$ cat config.mk
export PLATFORM = sky130hd
export DESIGN_NAME = cdtp_port
export DESIGN_NICKNAME = d
export VERILOG_FILES = /design/src/logic/cdtp_pkg.sv /design/src/logic/cdtp_skid_buf.sv /design/src/logic/cdtp_port.sv
export SDC_FILE = /design/constraint.sdc
export NUM_CORES = 1
export LEC_CHECK = 0
export BUFFER_PORTS_ARGS = -buffer_cell sky130_fd_sc_hd__buf_4
export CORE_MARGIN = 2
export CORE_UTILIZATION = 40
export DETAILED_ROUTE_END_ITERATION = 8
export PLACE_DENSITY = 0.66
export SETUP_SLACK_MARGIN = 0.5
export SYNTH_ARGS = -nofsm -noshare
export SYNTH_HDL_FRONTEND = slang
export SYNTH_SLANG_ARGS = --single-unit
$ cat constraint.sdc
create_clock -name clk_i -period 2.2 [get_ports clk_i]
set_input_delay 0.33 -clock clk_i [delete_from_list [all_inputs] [get_ports clk_i]]
set_output_delay 0.33 -clock clk_i [all_outputs]
set_load 0.05 [all_outputs]
$ cat src/logic/cdtp_pkg.sv
// Purpose: Shared constants for the coprocessor data-transfer port
// Assumes: Single 100 MHz clock, synchronous active-high reset
// Notes:   Order tag codes count outstanding operations by age
package cdtp_pkg;
	localparam int          CDTP_DATA_W        = 32;
	localparam int          CDTP_TAG_W         = 3;
	localparam int          CDTP_BUF_DEPTH     = 2;
	localparam logic [2:0]  CDTP_TAG_OLDEST    = 3'h0;
	localparam logic [2:0]  CDTP_TAG_SECOND    = 3'h1;
	localparam logic [2:0]  CDTP_TAG_THIRD     = 3'h2;
	localparam logic [2:0]  CDTP_TAG_EIGHTH    = 3'h7;
	localparam logic [2:0]  CDTP_FROM_TAG_MAX  = 3'h1;
	localparam logic [31:0] CDTP_DATA_RST      = 32'h0000_0000;
endpackage

$ cat src/logic/cdtp_skid_buf.sv
// Purpose: Two-entry valid/ready buffer for one data word plus tag
// Assumes: Single clock, synchronous active-high reset
// Notes:   Full ready stays low so a stalled sink loses nothing
`timescale 1ns/1ps
`default_nettype none
module cdtp_skid_buf
	import cdtp_pkg::*;
(
	input  wire logic                   clk_i,
	input  wire logic                   srst_i,
	input  wire logic                   in_valid_i,
	output logic                        in_ready_o,
	input  wire logic [CDTP_DATA_W-1:0] in_data_i,
	input  wire logic [CDTP_TAG_W-1:0]  in_tag_i,
	output logic                        out_valid_o,
	input  wire logic                   out_ready_i,
	output logic      [CDTP_DATA_W-1:0] out_data_o,
	output logic      [CDTP_TAG_W-1:0]  out_tag_o
);
	logic [CDTP_DATA_W-1:0] mem_data [CDTP_BUF_DEPTH];
	logic [CDTP_TAG_W-1:0]  mem_tag  [CDTP_BUF_DEPTH];
	logic                   wr_ptr;
	logic                   rd_ptr;
	logic [1:0]             count;
	logic                   push;
	logic                   pop;

	assign in_ready_o  = (count != 2'h2);
	assign out_valid_o = (count != 2'h0);
	assign push        = in_valid_i && in_ready_o;
	assign pop         = out_valid_o && out_ready_i;
	assign out_data_o  = mem_data[rd_ptr];
	assign out_tag_o   = mem_tag[rd_ptr];

	always_ff @(posedge clk_i) begin
		if (push) begin
			mem_data[wr_ptr] <= in_data_i;
			mem_tag[wr_ptr]  <= in_tag_i;
		end
	end

	always_ff @(posedge clk_i) begin
		if (srst_i) begin
			wr_ptr <= 1'b0;
			rd_ptr <= 1'b0;
			count  <= 2'h0;
		end else begin
			if (push)
				wr_ptr <= ~wr_ptr;
			if (pop)
				rd_ptr <= ~rd_ptr;
			count <= count + {1'b0, push} - {1'b0, pop};
		end
	end

	chk_buf_no_overflow: assert property (
		@(posedge clk_i) disable iff (srst_i)
		count <= 2'h2)
		else $error("buffer count above depth");
endmodule
`default_nettype wire

$ cat src/logic/cdtp_port.sv
// Purpose: Core-side data transfer port toward an attached coprocessor
// Assumes: Coprocessor shares clk_i; inputs synchronous to it
// Notes:   To-direction words are sent strictly in order
//
// Behaviour
// - To tags 010..111 select third..eighth oldest
// - Core drives to order tag fixed 000
// - Reorder-limit input is ignored entirely
// - To data meaningful only with strobe
// - From tag sampled only with strobe
// - From tag 000 oldest, 001 second, upward
// - To strobe marks each cycle with operand
// - To tag 000 oldest, 001 second oldest
`timescale 1ns/1ps
`default_nettype none
module cdtp_port
	import cdtp_pkg::*;
(
	input  wire logic                   clk_i,
	input  wire logic                   srst_i,
	// Core operand side
	input  wire logic                   core_to_valid_i,
	output logic                        core_to_ready_o,
	input  wire logic [CDTP_DATA_W-1:0] core_to_data_i,
	// Coprocessor to-direction pins
	output logic                        to_data_strobe_o,
	output logic      [CDTP_TAG_W-1:0]  to_data_order_tag_o,
	output logic      [CDTP_DATA_W-1:0] to_coproc_data_word_o,
	input  wire logic [CDTP_TAG_W-1:0]  to_data_reorder_limit_i,
	input  wire logic                   to_coproc_ready_i,
	// Coprocessor from-direction pins
	input  wire logic                   from_data_strobe_i,
	input  wire logic [CDTP_TAG_W-1:0]  from_data_order_tag_i,
	input  wire logic [CDTP_DATA_W-1:0] from_coproc_data_word_i,
	// Core result side
	output logic                        core_from_valid_o,
	output logic      [CDTP_DATA_W-1:0] core_from_data_o,
	output logic      [CDTP_TAG_W-1:0]  core_from_tag_o,
	output logic                        core_from_tag_err_o
);
	typedef enum logic [1:0] {
		CDTP_ST_IDLE = 2'b01,
		CDTP_ST_SEND = 2'b10
	} cdtp_state_e;

	cdtp_state_e            state;
	cdtp_state_e            next_state;
	logic                   buf_valid;
	logic                   buf_ready;
	logic [CDTP_DATA_W-1:0] buf_data;
	logic [CDTP_TAG_W-1:0]  buf_tag;
	logic                   send_done;

	// Returns 1 when a from tag is one this core accepts
	function automatic logic cdtp_tag_ok(input logic [CDTP_TAG_W-1:0] t);
		cdtp_tag_ok = (t <= CDTP_FROM_TAG_MAX);
	endfunction

	// Limit pin is deliberately unused; tag never exceeds 000 anyway
	cdtp_skid_buf u_to_buf (
		.clk_i       (clk_i),
		.srst_i      (srst_i),
		.in_valid_i  (core_to_valid_i),
		.in_ready_o  (core_to_ready_o),
		.in_data_i   (core_to_data_i),
		.in_tag_i    (CDTP_TAG_OLDEST),
		.out_valid_o (buf_valid),
		.out_ready_i (buf_ready),
		.out_data_o  (buf_data),
		.out_tag_o   (buf_tag)
	);

	assign send_done = (state == CDTP_ST_SEND) && to_coproc_ready_i;
	assign buf_ready = (state == CDTP_ST_IDLE) || send_done;

	always_comb begin
		case (state)
			CDTP_ST_IDLE:
				next_state = buf_valid ? CDTP_ST_SEND : CDTP_ST_IDLE;
			CDTP_ST_SEND:
				if (to_coproc_ready_i && !buf_valid)
					next_state = CDTP_ST_IDLE;
				else
					next_state = CDTP_ST_SEND;
			default:
				next_state = CDTP_ST_IDLE;
		endcase
	end

	always_ff @(posedge clk_i) begin
		if (srst_i)
			state <= CDTP_ST_IDLE;
		else
			state <= next_state;
	end

	// Output stage holds word until coprocessor accepts it
	always_ff @(posedge clk_i) begin
		if (srst_i) begin
			to_data_strobe_o      <= 1'b0;
			to_data_order_tag_o   <= CDTP_TAG_OLDEST;
			to_coproc_data_word_o <= CDTP_DATA_RST;
		end else if (buf_valid && buf_ready) begin
			to_data_strobe_o      <= 1'b1;
			to_data_order_tag_o   <= buf_tag;
			to_coproc_data_word_o <= buf_data;
		end else if (send_done) begin
			to_data_strobe_o      <= 1'b0;
		end
	end

	// Tag and data captured only with strobe; others ignored
	always_ff @(posedge clk_i) begin
		if (srst_i) begin
			core_from_valid_o   <= 1'b0;
			core_from_data_o    <= CDTP_DATA_RST;
			core_from_tag_o     <= CDTP_TAG_OLDEST;
			core_from_tag_err_o <= 1'b0;
		end else begin
			core_from_valid_o   <= from_data_strobe_i;
			core_from_tag_err_o <= from_data_strobe_i &&
				!cdtp_tag_ok(from_data_order_tag_i);
			if (from_data_strobe_i) begin
				core_from_data_o <= from_coproc_data_word_i;
				core_from_tag_o  <= from_data_order_tag_i;
			end
		end
	end

	// To-direction checks
	chk_to_tag_zero: assert property (
		@(posedge clk_i) disable iff (srst_i)
		to_data_order_tag_o == CDTP_TAG_OLDEST)
		else $error("to order tag not oldest");

	chk_to_tag_range: assert property (
		@(posedge clk_i) disable iff (srst_i)
		to_data_strobe_o |-> to_data_order_tag_o < CDTP_TAG_THIRD)
		else $error("to tag beyond second oldest");

	chk_to_data_hold: assert property (
		@(posedge clk_i) disable iff (srst_i)
		to_data_strobe_o && !to_coproc_ready_i |=>
		to_data_strobe_o && $stable(to_coproc_data_word_o))
		else $error("to data changed while stalled");

	chk_to_strobe_src: assert property (
		@(posedge clk_i) disable iff (srst_i)
		$rose(to_data_strobe_o) |-> $past(buf_valid))
		else $error("to strobe without operand");

	chk_limit_ignored: assert property (
		@(posedge clk_i) disable iff (srst_i)
		!$stable(to_data_reorder_limit_i) |->
		to_data_order_tag_o == CDTP_TAG_OLDEST)
		else $error("limit affected tag");

	// Idle stage takes a waiting word at the very next edge
	chk_to_load_first: assert property (
		@(posedge clk_i) disable iff (srst_i)
		!to_data_strobe_o && buf_valid |=>
		to_data_strobe_o && to_coproc_data_word_o == $past(buf_data))
		else $error("waiting word not presented");

	// Back-to-back words leave without a gap cycle
	chk_to_next_word: assert property (
		@(posedge clk_i) disable iff (srst_i)
		to_data_strobe_o && to_coproc_ready_i && buf_valid |=>
		to_data_strobe_o && to_coproc_data_word_o == $past(buf_data))
		else $error("next word not presented");

	chk_to_strobe_drop: assert property (
		@(posedge clk_i) disable iff (srst_i)
		to_data_strobe_o && to_coproc_ready_i && !buf_valid |=>
		!to_data_strobe_o)
		else $error("to strobe without operand left");

	chk_to_state_match: assert property (
		@(posedge clk_i) disable iff (srst_i)
		$onehot(state) && to_data_strobe_o == (state == CDTP_ST_SEND))
		else $error("to strobe and state disagree");

	// From-direction checks
	chk_from_capture: assert property (
		@(posedge clk_i) disable iff (srst_i)
		from_data_strobe_i |=> core_from_valid_o &&
		core_from_data_o == $past(from_coproc_data_word_i))
		else $error("from word not captured");

	chk_from_tag_hold: assert property (
		@(posedge clk_i) disable iff (srst_i)
		!from_data_strobe_i |=> $stable(core_from_tag_o))
		else $error("from tag changed without strobe");

	chk_from_tag_err: assert property (
		@(posedge clk_i) disable iff (srst_i)
		from_data_strobe_i && from_data_order_tag_i > CDTP_TAG_SECOND
		|=> core_from_tag_err_o)
		else $error("bad from tag not flagged");

	chk_from_data_hold: assert property (
		@(posedge clk_i) disable iff (srst_i)
		!from_data_strobe_i |=> $stable(core_from_data_o))
		else $error("from word changed without strobe");

	chk_from_tag_take: assert property (
		@(posedge clk_i) disable iff (srst_i)
		from_data_strobe_i |=>
		core_from_tag_o == $past(from_data_order_tag_i))
		else $error("from tag not captured");

	chk_from_valid_pulse: assert property (
		@(posedge clk_i) disable iff (srst_i)
		!from_data_strobe_i |=>
		!core_from_valid_o && !core_from_tag_err_o)
		else $error("from valid without strobe");

	chk_from_err_clear: assert property (
		@(posedge clk_i) disable iff (srst_i)
		from_data_strobe_i &&
		from_data_order_tag_i <= CDTP_FROM_TAG_MAX |=>
		!core_from_tag_err_o)
		else $error("good from tag flagged");
endmodule
`default_nettype wire

==> results.json <==
{
  "status": "finished, final reports clean",
  "via_count": 3392,
  "die_area_sq_um": 14040,
  "worst_setup_path_start_kind": "flip-flop",
  "synthTopCellsByArea": "edfxtp_1 (37%), dfxtp_1 (29%), mux2i_1 (13%)",
  "synthDistinctLibCells": 33,
  "synth_area_sq_um": 5243,
  "clock_power_share_pct": 25.4,
  "cp.arrival_ps": 2070,
  "cts_tree": "built",
  "grt_usage_pct": 16.50,
  "synth-edff-count": 64,
  "min_period_over_period_pct": 81.19,
  "diodes": 0,
  "htree_levels": 4,
  "drt_first_pass_iters": 4,
  "die_x_um": 118.5,
  "clk_pin_slew_worst_paths_ps": 60,
  "slowest_delay_ps": 360,
  "switchingPower_mw": 3.992,
  "async_flop_share_pct": 0,
  "final_layout_size_suffix_gt1_share_pct": 42.32,
  "port_buffers": 142,
  "maxCapViolations": 0,
  "grt_pass1_vias": 3492,
  "cpLargestDelayFamily": "adder cells",
  "overflow": 0,
  "tns_ps": 0,
  "start_util_pct": 41.21,
  "setup_violations": 0,
  "place.gp.congestion": 0.6806,
  "syn_inst": 376,
  "synthToLayoutAreaGrowth_pct": 34.94,
  "antenna_found_initial": 0,
  "clk-insertion-delay-late_ps": 410,
  "slew_headroom_pct": 60.76,
  "cp_data_required_time_ps": 2480,
  "grt-busiest-layer": "met2",
  "antenna_left": 0,
  "utilization_pct": 55.61,
  "place_area_sq_um": 6462,
  "grt.met2_usage_pct": 26.08,
  "core-area_sq_um": 12720,
  "p_int_mw": 6.353,
  "postCtsHoldBufs": 0,
  "final_area_sq_um": 7074,
  "seqPwrFrac_pct": 34.8,
  "grt_pass1_wl_um": 17800,
  "cts_root_buf": "clkbuf_16",
  "die_height_um": 118.5,
  "p_sw_share_pct": 38.59,
  "tightest_slew_ps": 588.5,
  "met3_usage_pct": 7.529,
  "synth_common_cells": "dfxtp_1 (76), mux2i_1 (67), edfxtp_1 (64)",
  "cts_sinks": 140,
  "clock_path_buffers": 2,
  "leakagePower_nw": 2.878,
  "finalPower_mw": 10.35,
  "crit_type": "flip-flop to flip-flop",
  "max_freq_mhz": 559.9,
  "p_comb_share_pct": 39.8,
  "worst-path-buf-inv": 3,
  "yosys_warnings": 0,
  "final-hold-violation-count": 0,
  "grt_max_degree": 41,
  "dp_cells": 671,
  "grt_setup_unrepaired": "true",
  "fin_crit_ps": 1786,
  "yosys.area.top_type_share_pct": 36.66,
  "instances_no_fill": 706,
  "placementRows": 41,
  "hpwl_um": 7050,
  "vdd_ir_drop_max_mv": 0.6243,
  "cts_made_buffers": 17,
  "drt_iter0_markers": 172,
  "drcViolationCount": 0,
  "ys_seq_area_share_pct": 65.68,
  "hold_class": "input port to flip-flop",
  "yosys.area.top_type": "edfxtp_1",
  "viasPerCell": 4.805,
  "clock_skew_ps": 6.242,
  "grt_use_met1_pct": 19.35,
  "finalNetCount": 600,
  "crit_chain": "inv_2 -> ha_2 -> a21o_4 -> nand2_8 -> inv_8 -> ha_4 -> inv_2 -> ha_4 -> xor2_2 -> and2_4 -> nor3_2",
  "slowest_stage": "dfxtp_4",
  "synth.most_common_cell": "dfxtp_1",
  "finalWirelength_um": 11220,
  "wl_per_cell_um": 15.90,
  "ys.flop_type": "dfxtp_1",
  "worstSetupEndpointType": "flip-flop",
  "synth_area_per_cell_sq_um": 13.94,
  "io_pins": 149,
  "synth-seq-cells": 140,
  "slew_viol_final": 0,
  "path_max_fanout": 2,
  "powerDensity_nw_per_um2": 1462
}
-- worst register-to-register path: stages (launching register included) --
cell,delay [ps]
dfxtp_4,360
inv_2,30
ha_2,170
a21o_4,210
nand2_8,70
inv_8,30
ha_4,250
inv_2,30
ha_4,150
xor2_2,160
and2_4,160
nor3_2,30
-- stage by stage --
step / hold WS (ps) / setup slack, ps
3_3_place_gp: 458.1 / 441.7
3_5_place_dp: 451.3 / 364.2
4_1_cts: 76.42 / 378.1
5_1_grt: 73.12 / 338.8
6_report: 98.37 / 413.9
2_1_floorplan: 413.5 / 265.7
-- timing repair --
action	4_1_cts	5_1_grt
pin swaps	1	4
gates resized for setup	0	9
endpoints found under the setup margin	1	36
buffers inserted	0	3
hold endpoints to repair	0	0
-- final cells by class --
| type | instances | area (sq um) |
|---|---|---|
| fillers | 1113 | 5648 |
| flip-flops and latches | 140 | 3450 |
| multi-input cells | 201 | 1659 |
| repair buffers | 154 | 1172 |
| clock buffers | 20 | 436.7 |
| well taps | 172 | 215.2 |
| clock inverters | 12 | 103.9 |
| inverters | 7 | 37.54 |
-- cell usage in the layout, fill, tap and decap left out, drive strengths merged, types with 6 or more instances in the layout --
master  count
buf       154
dfxtp      76
mux2i      67
edfxtp     64
nor2       38
a21oi      34
a211oi     33
clkbuf     20
clkinv     10
inv         6
-- kinds of logic (layout without fill, tap and decap cells) --
kind of cell               after synthesis  count (layout)  synth area share, %
other                                    1               3              0.07153
adders and majority gates                4               4               0.9547
buffers and inverters                   37             193                4.248
DFF                                    140             140                65.68
and+or+nand+nor                         53              53                4.606
muxes                                   67              67                12.79
AOI/OAI and AO/OA                       73              73                11.48
xor gates and xnor gates                 1               1               0.1671
-- state kept, by name, summed over array words and instances, names as in the netlist --
register and flops:
u_to_buf.count 2, u_to_buf.mem_data 64, core_from_data_o 32, core_from_tag_o 3, to_data_strobe_o 1, state 2, u_to_buf.wr_ptr 1, to_coproc_data_word_o 32
core_from_valid_o 1, u_to_buf.rd_ptr 1, core_from_tag_err_o 1
-- power by group through the flow --
| stage | clock network, mW | registers, mW | logic (mW) |
|---|---|---|---|
| CTS | 2.69 | 3.60 | 4.04 |
| finish | 2.63 | 3.60 | 4.12 |
| global route | 2.82 | 3.65 | 4.38 |
| global placement | 0 | 3.62 | 3.98 |
| floorplan | 0 | 4.76 | 1.92 |
| detailed placement | 0 | 3.64 | 4.03 |
-- metal layers --
layer | up-vias | wire length (um)
met5 | - | 0
met1 | 1602 | 4726
met2 | 122 | 5363
met3 | 16 | 961
met4 | 0 | 170
li1 | 1652 | -
-- worst paths after layout --
| path | from | to | slack, ps | depth (start not counted) |
|---|---|---|---|---|
| setup / recovery | state[1]$_SDFF_PP0_ | u_to_buf.count[1]$_SDFF_PP0_ | 410 | 11 |
| hold reg to reg | to_data_strobe_o$_SDFFE_PP0P_ | to_data_strobe_o$_SDFFE_PP0P_ | 460 | 2 |
| hold / removal | core_to_data_i[4] | u_to_buf.mem_data[0][4]$_DFFE_PP_ | 100 | 1 |
| setup reg to reg | state[1]$_SDFF_PP0_ | u_to_buf.count[1]$_SDFF_PP0_ | 410 | 11 |
Note: power is estimated with default switching activity, not from simulation.
